<file path="src/design/ddr3_pins_pkg.sv">
// Purpose: shared constants for the ddr3 x16 command pin link
// Assumes: 40 MHz system clock on both ends, link clock made by the controller
// Notes:   command codes are {cs_n, ras_n, cas_n, we_n}
package ddr3_pins_pkg;
	localparam int          ROW_W       = 13;
	localparam int          BANK_W      = 3;
	localparam int          DQ_W        = 16;
	localparam int          NUM_BANKS   = 8;
	localparam int          NUM_MR      = 4;
	localparam int          AP_BIT      = 10;
	localparam int          BC_BIT      = 12;
	localparam int          CK_HALF     = 4;
	// mode register 1 bit that disables termination (qtoff-like field)
	localparam int          MR_ODT_OFF_BIT = 0;
	// mode register 0 bit that enables on-the-fly burst chop
	localparam int          MR_OTF_BIT  = 1;
	localparam logic [3:0]  CMD_MRS     = 4'h0;
	localparam logic [3:0]  CMD_REF     = 4'h1;
	localparam logic [3:0]  CMD_PRE     = 4'h2;
	localparam logic [3:0]  CMD_ACT     = 4'h3;
	localparam logic [3:0]  CMD_WR      = 4'h4;
	localparam logic [3:0]  CMD_RD      = 4'h5;
	localparam logic [3:0]  CMD_ZQ      = 4'h6;
	localparam logic [3:0]  CMD_NOP     = 4'h7;
	localparam logic [3:0]  CMD_DESEL   = 4'h8;
	localparam logic [12:0] MR_RESET    = 13'h0000;
	typedef enum logic [1:0] {PS_ACTIVE, PS_PRE_PD, PS_ACT_PD, PS_SELF_REF} pwr_e;
endpackage : ddr3_pins_pkg

</file>
<file path="src/design/ddr3_link_if.sv">
// Purpose: pins between the memory controller and the ddr3 device end
// Assumes: single-ended view of the differential clock and strobes
// Notes:   the bench resolves dq from the two enables
`timescale 1ns/1ps
interface ddr3_link_if;
	logic        ck;
	logic        cke;
	logic        cs_n;
	logic        ras_n;
	logic        cas_n;
	logic        we_n;
	logic [2:0]  ba;
	logic [12:0] addr;
	logic        odt;
	logic        ldm;
	logic        udm;
	logic        mem_rst_n;
	logic [15:0] dq_c;
	logic        dq_c_oe;
	logic [1:0]  dqs_c;
	logic        dqs_c_oe;
	logic [15:0] dq_d;
	logic        dq_d_oe;
	logic [1:0]  dqs_d;
	logic        dqs_d_oe;
	logic [15:0] dq;
	logic [1:0]  dqs;
	modport ctrl (output ck, cke, cs_n, ras_n, cas_n, we_n, ba, addr, odt, ldm, udm,
		mem_rst_n, dq_c, dq_c_oe, dqs_c, dqs_c_oe, input dq, dqs);
	modport dev (input ck, cke, cs_n, ras_n, cas_n, we_n, ba, addr, odt, ldm, udm,
		mem_rst_n, dq, dqs, output dq_d, dq_d_oe, dqs_d, dqs_d_oe);
endinterface : ddr3_link_if

</file>
<file path="src/design/ddr3_dev_end.sv">
// Purpose: device end; samples the command pins and tracks banks and power state
// Assumes: ck and data pins pass two flops before use; mem_rst_n acts asynchronously
// Notes:   data beats are taken on each rising ck during a write window
`timescale 1ns/1ps
// Function
// - precharge one bank, or all with A10
// - row for activate, column plus AP
// - A12 picks BL8 or BC4 when enabled
// - load mode stores address op-code
// - bank inputs select the target bank
// - bank inputs choose mode register 0-3
// - sample all pins at rising ck
// - cke low enters matching power state
// - self-refresh exit on synchronised cke level, no ck edge
// - low power states ignore commands; power-down still takes odt
// - decode only when cs_n low
// - command code from four sampled pins
// - ldm high drops the lower byte
// - odt registered turns termination on/off
// - odt ignored when disabled by mode
// - mem_rst_n resets asynchronously both ways
// - udm high drops the upper byte
// - strobes edge-aligned on reads
module ddr3_dev_end #(
	parameter int ROW_W = ddr3_pins_pkg::ROW_W
) (
	input  wire logic                 clk_i,
	input  wire logic                 arst_n_i,
	input  wire logic [15:0]          rdata_i,
	input  wire logic                 rdrive_i,
	output logic [3:0]                cmd_o,
	output logic                      cmd_vld_o,
	output logic [2:0]                bank_o,
	output logic [ROW_W-1:0]          row_o,
	output logic [9:0]                col_o,
	output logic                      auto_pre_o,
	output logic                      chop4_o,
	output logic [7:0]                open_banks_o,
	output ddr3_pins_pkg::pwr_e       pwr_o,
	output logic                      term_on_o,
	output logic [15:0]               wdata_o,
	output logic [1:0]                wbyte_en_o,
	output logic                      wbeat_o,
	output logic [12:0]               mr0_o,
	output logic [12:0]               mr1_o,
	ddr3_link_if.dev                  link
);
	logic        rst_n;
	logic [2:0]  ck_s;
	logic        ck_rise;
	logic [21:0] pin_m;
	logic [21:0] pin_s;
	logic [17:0] dat_m;
	logic [17:0] dat_s;
	logic        cke_m;
	logic        cke_s;
	logic [3:0]  cmd_q;
	logic        vld_q;
	logic [2:0]  bank_q;
	logic [ROW_W-1:0] row_q;
	logic [9:0]  col_q;
	logic        ap_q;
	logic        chop_q;
	logic [7:0]  open_q;
	ddr3_pins_pkg::pwr_e pwr_q;
	logic        term_q;
	logic [15:0] wd_q;
	logic [1:0]  be_q;
	logic        wbeat_q;
	logic        wr_win_q;
	logic [12:0] mr_q [ddr3_pins_pkg::NUM_MR];
	logic [3:0]  code;
	logic [2:0]  ba;
	logic [12:0] a;
	logic        cke;

	// both resets act without the clock
	assign rst_n = arst_n_i & link.mem_rst_n;

	// two-flop synchronisers for ck, command/address and data pins
	always_ff @(posedge clk_i or negedge rst_n) begin
		if (!rst_n) begin
			ck_s  <= 3'h0;
			pin_m <= 22'h3f_ffff;
			pin_s <= 22'h3f_ffff;
			dat_m <= 18'h0_0000;
			dat_s <= 18'h0_0000;
			cke_m <= 1'b0;
			cke_s <= 1'b0;
		end else begin
			ck_s  <= {ck_s[1:0], link.ck};
			pin_m <= {link.cs_n, link.ras_n, link.cas_n, link.we_n, link.ba, link.addr,
				link.odt, link.cke};
			pin_s <= pin_m;
			dat_m <= {link.udm, link.ldm, link.dq};
			dat_s <= dat_m;
			cke_m <= link.cke;
			cke_s <= cke_m;
		end
	end

	assign ck_rise = ck_s[1] & ~ck_s[2];
	assign code    = pin_s[21:18];
	assign ba      = pin_s[17:15];
	assign a       = pin_s[14:2];
	assign cke     = pin_s[0];

	// command decode and address capture
	always_ff @(posedge clk_i or negedge rst_n) begin
		if (!rst_n) begin
			cmd_q  <= ddr3_pins_pkg::CMD_DESEL;
			vld_q  <= 1'b0;
			bank_q <= 3'h0;
			row_q  <= '0;
			col_q  <= 10'h000;
			ap_q   <= 1'b0;
			chop_q <= 1'b0;
		end else begin
			vld_q <= 1'b0;
			// commands only heard while fully active
			if (ck_rise && pwr_q == ddr3_pins_pkg::PS_ACTIVE && cke && !code[3]) begin
				cmd_q  <= code;
				vld_q  <= 1'b1;
				bank_q <= ba;
				if (code == ddr3_pins_pkg::CMD_ACT) row_q <= a[ROW_W-1:0];
				if (code == ddr3_pins_pkg::CMD_RD || code == ddr3_pins_pkg::CMD_WR) begin
					col_q  <= a[9:0];
					ap_q   <= a[ddr3_pins_pkg::AP_BIT];
					chop_q <= mr_q[0][ddr3_pins_pkg::MR_OTF_BIT]
						& ~a[ddr3_pins_pkg::BC_BIT];
				end
			end
		end
	end

	// open-row tracking per bank
	always_ff @(posedge clk_i or negedge rst_n) begin
		if (!rst_n) begin
			open_q <= 8'h00;
		end else if (ck_rise && pwr_q == ddr3_pins_pkg::PS_ACTIVE && cke && !code[3]) begin
			if (code == ddr3_pins_pkg::CMD_ACT) open_q[ba] <= 1'b1;
			else if (code == ddr3_pins_pkg::CMD_PRE) begin
				if (a[ddr3_pins_pkg::AP_BIT]) open_q <= 8'h00;
				else open_q[ba] <= 1'b0;
			end
		end
	end

	// mode registers, written by load mode
	always_ff @(posedge clk_i or negedge rst_n) begin
		if (!rst_n) begin
			for (int i = 0; i < ddr3_pins_pkg::NUM_MR; i++) mr_q[i] <= ddr3_pins_pkg::MR_RESET;
		end else if (ck_rise && pwr_q == ddr3_pins_pkg::PS_ACTIVE && cke && !code[3]
			&& code == ddr3_pins_pkg::CMD_MRS) begin
			mr_q[ba[1:0]] <= a;
		end
	end

	// power state: cke sampled at ck for entry and pd exit; sr exit on plain cke level
	always_ff @(posedge clk_i or negedge rst_n) begin
		if (!rst_n) begin
			pwr_q <= ddr3_pins_pkg::PS_ACTIVE;
		end else begin
			unique case (pwr_q)
				ddr3_pins_pkg::PS_ACTIVE:
					if (ck_rise && !cke) begin
						if (open_q != 8'h00) pwr_q <= ddr3_pins_pkg::PS_ACT_PD;
						else if (!code[3] && code == ddr3_pins_pkg::CMD_REF)
							pwr_q <= ddr3_pins_pkg::PS_SELF_REF;
						else pwr_q <= ddr3_pins_pkg::PS_PRE_PD;
					end
				ddr3_pins_pkg::PS_PRE_PD, ddr3_pins_pkg::PS_ACT_PD:
					if (ck_rise && cke) pwr_q <= ddr3_pins_pkg::PS_ACTIVE;
				ddr3_pins_pkg::PS_SELF_REF:
					// ck may be stopped here, so no ck edge is needed
					if (cke_s) pwr_q <= ddr3_pins_pkg::PS_ACTIVE;
			endcase
		end
	end

	// termination follows registered odt unless disabled in mode register 1 or in self-refresh
	always_ff @(posedge clk_i or negedge rst_n) begin
		if (!rst_n) term_q <= 1'b0;
		else if (mr_q[1][ddr3_pins_pkg::MR_ODT_OFF_BIT]) term_q <= 1'b0;
		else if (pwr_q == ddr3_pins_pkg::PS_SELF_REF) term_q <= 1'b0;
		else if (ck_rise) term_q <= pin_s[1];
	end

	// write beats, one per ck rise while a write window is open
	always_ff @(posedge clk_i or negedge rst_n) begin
		if (!rst_n) begin
			wr_win_q <= 1'b0;
			wd_q     <= 16'h0000;
			be_q     <= 2'h0;
			wbeat_q  <= 1'b0;
		end else begin
			wbeat_q <= 1'b0;
			if (vld_q) wr_win_q <= (cmd_q == ddr3_pins_pkg::CMD_WR);
			if (ck_rise && wr_win_q && link.dq_d_oe == 1'b0) begin
				wd_q    <= dat_s[15:0];
				be_q    <= {~dat_s[17], ~dat_s[16]};
				wbeat_q <= 1'b1;
			end
		end
	end

	assign link.dq_d     = rdata_i;
	assign link.dq_d_oe  = rdrive_i;
	assign link.dqs_d    = {2{ck_s[1]}}; // edge-aligned with read data
	assign link.dqs_d_oe = rdrive_i;
	assign cmd_o         = cmd_q;
	assign cmd_vld_o     = vld_q;
	assign bank_o        = bank_q;
	assign row_o         = row_q;
	assign col_o         = col_q;
	assign auto_pre_o    = ap_q;
	assign chop4_o       = chop_q;
	assign open_banks_o  = open_q;
	assign pwr_o         = pwr_q;
	assign term_on_o     = term_q;
	assign wdata_o       = wd_q;
	assign wbyte_en_o    = be_q;
	assign wbeat_o       = wbeat_q;
	assign mr0_o         = mr_q[0];
	assign mr1_o         = mr_q[1];
endmodule : ddr3_dev_end

</file>
<file path="src/flat_wrapper.sv">
// flat-port wrapper written by rule: the top's interface ports become plain ports
module ddr3_dev_end_flat 
#(
	parameter int ROW_W = ddr3_pins_pkg::ROW_W
)
  (clk_i, arst_n_i, rdata_i, rdrive_i, cmd_o, cmd_vld_o, bank_o, row_o, col_o, auto_pre_o, chop4_o, open_banks_o, pwr_o, term_on_o, wdata_o, wbyte_en_o, wbeat_o, mr0_o, mr1_o, link_ck, link_cke, link_cs_n, link_ras_n, link_cas_n, link_we_n, link_ba, link_addr, link_odt, link_ldm, link_udm, link_mem_rst_n, link_dq, link_dqs, link_dq_d, link_dq_d_oe, link_dqs_d, link_dqs_d_oe);
  ddr3_link_if link_i ();
  input  wire logic clk_i;
  input  wire logic arst_n_i;
  input  wire logic [15:0] rdata_i;
  input  wire logic rdrive_i;
  output logic [3:0] cmd_o;
  output logic cmd_vld_o;
  output logic [2:0] bank_o;
  output logic [ROW_W-1:0] row_o;
  output logic [9:0] col_o;
  output logic auto_pre_o;
  output logic chop4_o;
  output logic [7:0] open_banks_o;
  output ddr3_pins_pkg::pwr_e pwr_o;
  output logic term_on_o;
  output logic [15:0] wdata_o;
  output logic [1:0] wbyte_en_o;
  output logic wbeat_o;
  output logic [12:0] mr0_o;
  output logic [12:0] mr1_o;
  input wire logic [$bits(link_i.ck)-1:0] link_ck;
  input wire logic [$bits(link_i.cke)-1:0] link_cke;
  input wire logic [$bits(link_i.cs_n)-1:0] link_cs_n;
  input wire logic [$bits(link_i.ras_n)-1:0] link_ras_n;
  input wire logic [$bits(link_i.cas_n)-1:0] link_cas_n;
  input wire logic [$bits(link_i.we_n)-1:0] link_we_n;
  input wire logic [$bits(link_i.ba)-1:0] link_ba;
  input wire logic [$bits(link_i.addr)-1:0] link_addr;
  input wire logic [$bits(link_i.odt)-1:0] link_odt;
  input wire logic [$bits(link_i.ldm)-1:0] link_ldm;
  input wire logic [$bits(link_i.udm)-1:0] link_udm;
  input wire logic [$bits(link_i.mem_rst_n)-1:0] link_mem_rst_n;
  input wire logic [$bits(link_i.dq)-1:0] link_dq;
  input wire logic [$bits(link_i.dqs)-1:0] link_dqs;
  output wire logic [$bits(link_i.dq_d)-1:0] link_dq_d;
  output wire logic [$bits(link_i.dq_d_oe)-1:0] link_dq_d_oe;
  output wire logic [$bits(link_i.dqs_d)-1:0] link_dqs_d;
  output wire logic [$bits(link_i.dqs_d_oe)-1:0] link_dqs_d_oe;
  assign link_i.ck = link_ck;
  assign link_i.cke = link_cke;
  assign link_i.cs_n = link_cs_n;
  assign link_i.ras_n = link_ras_n;
  assign link_i.cas_n = link_cas_n;
  assign link_i.we_n = link_we_n;
  assign link_i.ba = link_ba;
  assign link_i.addr = link_addr;
  assign link_i.odt = link_odt;
  assign link_i.ldm = link_ldm;
  assign link_i.udm = link_udm;
  assign link_i.mem_rst_n = link_mem_rst_n;
  assign link_i.dq = link_dq;
  assign link_i.dqs = link_dqs;
  assign link_dq_d = link_i.dq_d;
  assign link_dq_d_oe = link_i.dq_d_oe;
  assign link_dqs_d = link_i.dqs_d;
  assign link_dqs_d_oe = link_i.dqs_d_oe;
  ddr3_dev_end #(.ROW_W(ROW_W)) u_core (.clk_i(clk_i), .arst_n_i(arst_n_i), .rdata_i(rdata_i), .rdrive_i(rdrive_i), .cmd_o(cmd_o), .cmd_vld_o(cmd_vld_o), .bank_o(bank_o), .row_o(row_o), .col_o(col_o), .auto_pre_o(auto_pre_o), .chop4_o(chop4_o), .open_banks_o(open_banks_o), .pwr_o(pwr_o), .term_on_o(term_on_o), .wdata_o(wdata_o), .wbyte_en_o(wbyte_en_o), .wbeat_o(wbeat_o), .mr0_o(mr0_o), .mr1_o(mr1_o), .link(link_i));
endmodule
</file>
<file path="config.mk">
export PLATFORM = sky130hd
export DESIGN_NAME = ddr3_dev_end_flat
export DESIGN_NICKNAME = d
export VERILOG_FILES = /design/src/design/ddr3_pins_pkg.sv /design/src/design/ddr3_link_if.sv /design/src/design/ddr3_dev_end.sv /design/src/flat_wrapper.sv
export SDC_FILE = /design/constraint.sdc
export NUM_CORES = 1
export LEC_CHECK = 0
export ABC_AREA = 1
export BUFFER_PORTS_ARGS = -buffer_cell sky130_fd_sc_hd__buf_4
export CELL_PAD_IN_SITES_DETAIL_PLACEMENT = 1
export CELL_PAD_IN_SITES_GLOBAL_PLACEMENT = 1
export CORE_UTILIZATION = 40
export CTS_CLUSTER_DIAMETER = 80
export DETAILED_ROUTE_END_ITERATION = 6
export PLACE_DENSITY_LB_ADDON = 0.1
export SYNTH_ARGS = -nofsm -noshare
export SYNTH_HDL_FRONTEND = slang
export SYNTH_SLANG_ARGS = --single-unit
</file>
<file path="constraint.sdc">
create_clock -name clk_i -period 5.9 [get_ports clk_i]
set_input_delay 0.295 -clock clk_i [delete_from_list [all_inputs] [get_ports clk_i]]
set_output_delay 0.295 -clock clk_i [all_outputs]
set_load 0.02 [all_outputs]
</file>
Word-level counts from Yosys, hierarchy flattened
Cells that the tools add are included.
W data, S select, Z words.
{"block": "totals", "output_inout_bits": 109, "word_cells": 96, "regBits": 201, "input_bits": 63}
{"block": "op_classes", "magnitude_cmp": 4, "bitwise_logic": 12, "n_eq_ne": 12, "mux": 19, "reduce_logical": 24}
{"op": "$bwmux W52", "count": 1}
{"op": "$demux W13 S2", "count": 1}
{"op": "$mux W8", "count": 3}
{"op": "$mux W13", "count": 1}
{"op": "$eq A4 B3 Y1 const B", "count": 3}
{"op": "$logic_and A1 B1 Y1", "count": 11}
{"op": "$mux W2", "count": 5}
{"op": "$and A8 B8 Y8", "count": 1}
{"op": "$eq A4 B2 Y1 const B", "count": 2}
{"op": "$not A8 Y8", "count": 1}
{"op": "$or A8 B8 Y8", "count": 1}
{"op": "$reduce_bool A8 Y1", "count": 1}
{"op": "$mux W1", "count": 6}
{"op": "$pmux W2 S3", "count": 1}
{"op": "$reduce_and A2 Y1", "count": 3}
{"op": "$not A1 Y1", "count": 5}
{"op": "$eq A2 B2 Y1 const B", "count": 2}
{"op": "$eq A4 B1 Y1 const B", "count": 1}
{"op": "$logic_not A4 Y1", "count": 1}
{"op": "$lt A3 B4 Y1 const B", "count": 1}
{"op": "$ne A2 B1 Y1 const B", "count": 2}
{"op": "$and A1 B1 Y1", "count": 3}
{"op": "$demux W1 S3", "count": 1}
{"op": "$ge A3 B1 Y1 const B", "count": 1}
{"op": "12 further kinds", "count": 13}

Depth between registers and ports, before layout
{"block": "logic_depth", "ltp_word": 9, "mapped_depth": 8, "ltp_nobuf": 7}

Worst setup path after synthesis
No wires, ideal clock.
{"block": "synth_path", "path_kind": "reg-to-reg", "from": "register u_core.pwr_q[0], in the netlist u_core.pwr_o[0]", "to": "register u_core.open_q[1], in the netlist u_core.open_banks_o[1]", "stages_incl_launch_ff": 9, "arrival_ns": 1.500, "synth_period_minus_slack_ns": 1.630, "setup_ns": 0.130, "slack_ns": 4.270, "required_time_ns": 5.770, "path_buffers": 1, "cell_sequence": "dfrtp_1 > inv_1 > ha_1 > nand2_1 > nor2_4 > nand3_1 > buf_2 > nand2_1 > o21ai_0"}
{"block": "synth_between", "elab_chain_len": 5}
{"element": "from (decl)", "line": "ddr3_dev_end.sv:65", "source": "ddr3_pins_pkg::pwr_e pwr_q;"}
{"element": "from (signal assigned)", "line": "ddr3_dev_end.sv:162", "source": "pwr_q <= ddr3_pins_pkg::PS_ACTIVE;"}
{"element": "from (signal assigned)", "line": "ddr3_dev_end.sv:167", "source": "if (open_q != 8'h00) pwr_q <= ddr3_pins_pkg::PS_ACT_PD;"}
{"element": "from (signal assigned)", "line": "ddr3_dev_end.sv:169", "source": "pwr_q <= ddr3_pins_pkg::PS_SELF_REF;"}
{"element": "$logic_not A2 Y1", "line": "ddr3_dev_end.sv:140", "source": "end else if (ck_rise && pwr_q == ddr3_pins_pkg::PS_ACTIVE && cke && !code[3]) begin"}
{"element": "$logic_and A1 B1 Y1 (3 in series)", "line": "ddr3_dev_end.sv:140"}
{"element": "$reduce_and A2 Y1 (no source line)"}
{"element": "to (signal assigned)", "line": "ddr3_dev_end.sv:139", "source": "open_q <= 8'h00;"}
{"element": "to (signal, indexed assignment)", "line": "ddr3_dev_end.sv:141", "source": "if (code == ddr3_pins_pkg::CMD_ACT) open_q[ba] <= 1'b1;"}
{"element": "to (signal assigned)", "line": "ddr3_dev_end.sv:143", "source": "if (a[ddr3_pins_pkg::AP_BIT]) open_q <= 8'h00;"}
{"element": "to (decl)", "line": "ddr3_dev_end.sv:64", "source": "logic [7:0] open_q;"}
Every way passes these cells.
A chain may end at the register's enable or synchronous reset.

Final worst setup path
{"block": "layout_path", "from": "register u_core.pwr_q[1], in the netlist u_core.pwr_o[1]", "to": "register u_core.row_q[12], in the netlist u_core.row_o[12]"}
{"block": "layout_between", "elab_chain_len": 5}
{"element": "$logic_not A2 Y1", "line": "ddr3_dev_end.sv:121", "source": "if (ck_rise && pwr_q == ddr3_pins_pkg::PS_ACTIVE && cke && !code[3]) begin"}
{"element": "$logic_and A1 B1 Y1 (3 in series)", "line": "ddr3_dev_end.sv:121"}
{"element": "$reduce_and A2 Y1 (no source line)"}
{"element": "to (signal assigned)", "line": "ddr3_dev_end.sv:125", "source": "if (code == ddr3_pins_pkg::CMD_ACT) row_q <= a[ROW_W-1:0];"}
{"element": "to (decl)", "line": "ddr3_dev_end.sv:60", "source": "logic [ROW_W-1:0] row_q;"}
Every way passes these cells.

==> reports/results.tsv <==
metric	value	unit
status	completed	
synth.avg_cell_area	11.13	um2
route.detailed.drc	0	
grt_overflow_total	0	
htreeDepth	4	
fillers	1624	
finalSetupViolCount	0	
synth_compound_area_frac	0.03545	
grt_pass1_wl	23570	um
synth_top_area_share	0.5266	
fmax	346.3	MHz
hold_slack	161.6	ps
powerDensity	373.0	nW/um2
die_x	126.3	um
power	3063	uW
netlist_area	6177	um2
clk_latency	420	ps
cts_buffers	17	
rsz0062_at_grt	no	
grt_usage	0.1957	
synthXorXnorAreaFrac	0	
synth_area_leaders	dfrtp_1, dfstp_2, nand2_1	
routabilityCongestion	0.7656	
dr.pass1.iters	4	
coreArea	15150	um2
cp-start-kind	flop	
hpwl	9738	um
drive_gt1_frac	0.3059	
clk_pin_slew	70	ps
ys_seq_area_frac	0.7180	
wl	14530	um
antenna_found_initial	0	
seq_area	4436	um2
postCtsSetupRepairBufs	0	
wl_met1	6657	um
synth_edf_count	0	
wl_per_cell	15.84	um
wl_met2	7158	um
netlist_top_cells_count	nand2_1, dfrtp_1, dfstp_2	
vias_per_cell	4.735	
synthMuxAreaShare	0	
initial_core_util	0.4078	
dr_wl_met3	521	um
grt_start_max_net_pins	108	
hold_viol_final	0	
synth_fa_ha_area_frac	0.006077	
fin_nets	782	
syn_nets	621	
peakVddDrop	0.2244	mV
fin_cells	917	
ys_types	21	
num_rows	45	
final_core_util	0.5423	
slew_violations	0	
dr.first_iter.drc_count	188	
final.setup_skew	10.83	ps
finalCritPeriodShare	0.4895	
cp-end-kind	flop	
max-cap-violations	0	
synth_top_family_by_area	simple AND/OR/NAND/NOR gates	
multi_input_area	1350	um2
cp_max_fo	43	
netlist_instances	555	
die_h	126.3	um
postRouteAntennaNets	0	
post-route-min-period	2888	ps
dpl.cell_count	844	
n_antenna_cell	0	
synth_simple_gate_area_frac	0.1770	
area_growth	32.96	%
synth-seq-cells	175	
synth_most_common_cell	nand2_1	
tightestPinTransition	1045	ps
yosysWarningCount	0	
synth-async-reset-ratio	1.000	
synth_ff_type	dfrtp_1	
grt_pass1_vias	4524	
synth_area_leader_cell	dfrtp_1	
max-slew-margin-rel	0.3013	
worstPathArrival	3160	ps
critPathKind	flop to flop	
cts-root-buf	clkbuf_16	
top_layer_used	met4	
cellLeakagePower	0.004222	uW
cp_data_required_time	6170	ps
hold_class	input pin to asynchronous set/reset pin	
portBuffers	137	
ios	172	
route.vias.total	4342	
dieArea	15940	um2
setup-tns-final	0	ps
clockBufferDepth	2	
cts_tree	done	
numClockSinks	175	
==> what timing repair did <==
action                    4_1_cts  5_1_grt
resized for setup               0        0
hold buffers                   41        0
hold endpoints to repair       42        0
==> metrics by stage <==
step,instance area [um2],setup WS [ps]
final,8213,3012
after detailed placement,7219,3035
after CTS,8213,2985
after global routing,8213,2678
after floorplan,6177,905.4
after global placement,7219,3126
==> cells in the final DEF (no fill, tap or decap) <==
| cell | count |
|---|---|
| dfrtp_1 | 130 |
| nor3_4 | 1 |
| nand4_1 | 26 |
| clkinv_1 | 2 |
| dlygate4sd3_1 | 41 |
| inv_6 | 4 |
| nand3_2 | 4 |
| o21ai_0 | 37 |
| o21ai_1 | 2 |
| bufinv_16 | 1 |
| clkinv_2 | 3 |
| nand3_1 | 12 |
| nand2_1 | 194 |
| clkbuf_8 | 2 |
| nor2_1 | 17 |
| o32ai_1 | 1 |
| inv_1 | 35 |
| nor3_1 | 1 |
| nor2_4 | 1 |
| dfstp_2 | 45 |
| a21oi_1 | 3 |
| ha_1 | 3 |
| clkbuf_1 | 1 |
| clkbuf_16 | 18 |
| nor4_1 | 1 |
| buf_4 | 140 |
| clkinv_4 | 2 |
| inv_4 | 2 |
==> cells by family (layout without fill, tap and decap cells) <==
kind of cell    Yosys count  after routing
compound gates           43             43
buf+inv                  77            251
flops                   175            175
simple gates            257            257
fa+ha+maj                 3              3
==> worst max-delay path, stage by stage (launching register included) <==
cell and delay [ps]:
dfrtp_1 440, inv_1 110, ha_1 160, nand2_1 130, nor2_4 810, nand3_1 740
nand2_1 220, o21ai_0 110
==> final cells by class <==
type,instances,area share
clock inverters,11,0.01234
inverters,38,0.01798
flip-flops and latches,175,0.5401
multi-input cells,303,0.1644
repair buffers,181,0.1779
clock buffers,21,0.05865
well taps,188,0.02864
==> sequential cells by signal (all words and copies together), names as in the netlist, 2 cells and up <==
name and cells:
u_core.row_o 13, u_core.open_banks_o 8, u_core.mr1_o 13, u_core.bank_o 3, u_core.dat_s 18, u_core.wbyte_en_o 2
u_core.mr0_o 13, u_core.pin_m 22, u_core.cmd_o 4, u_core.dat_m 18, u_core.wdata_o 16, u_core.pwr_o 2
u_core.ck_s 3, u_core.col_o 10, u_core.pin_s 22
==> power breakdown <==
| part | leakage (uW) | switching (uW) | total, uW | internal (uW) |
|---|---|---|---|---|
| Clock | 0.000294 | 463 | 1100 | 633 |
| Sequential | 0.00218 | 86.5 | 1430 | 1340 |
| Combinational | 0.00175 | 314 | 538 | 224 |
| Total | 0.00422 | 863 | 3060 | 2200 |
==> routing by layer <==
layer	vias up	track usage
met5	-	0
met4	0	0.06095
met3	17	0.04630
met2	97	0.3162
met1	2173	0.2625
li1	2055	-
==> final timing paths <==
kind                                      start           endpoint  slack [ps]  cells after the start
worst max-delay path            u_core.pwr_o[1]   u_core.row_o[12]        3010                      7
min in group clk_i              u_core.dat_m[1]    u_core.dat_s[1]         350                      0
worst max register to register  u_core.pwr_o[1]   u_core.row_o[12]        3010                      7
max in group asynchronous              arst_n_i    u_core.col_o[8]        4290                      4
worst min register to register  u_core.dat_m[1]    u_core.dat_s[1]         350                      0
worst min-delay path             link_mem_rst_n  u_core.wdata_o[9]         160                      3
(Power assumes the default switching activity.)
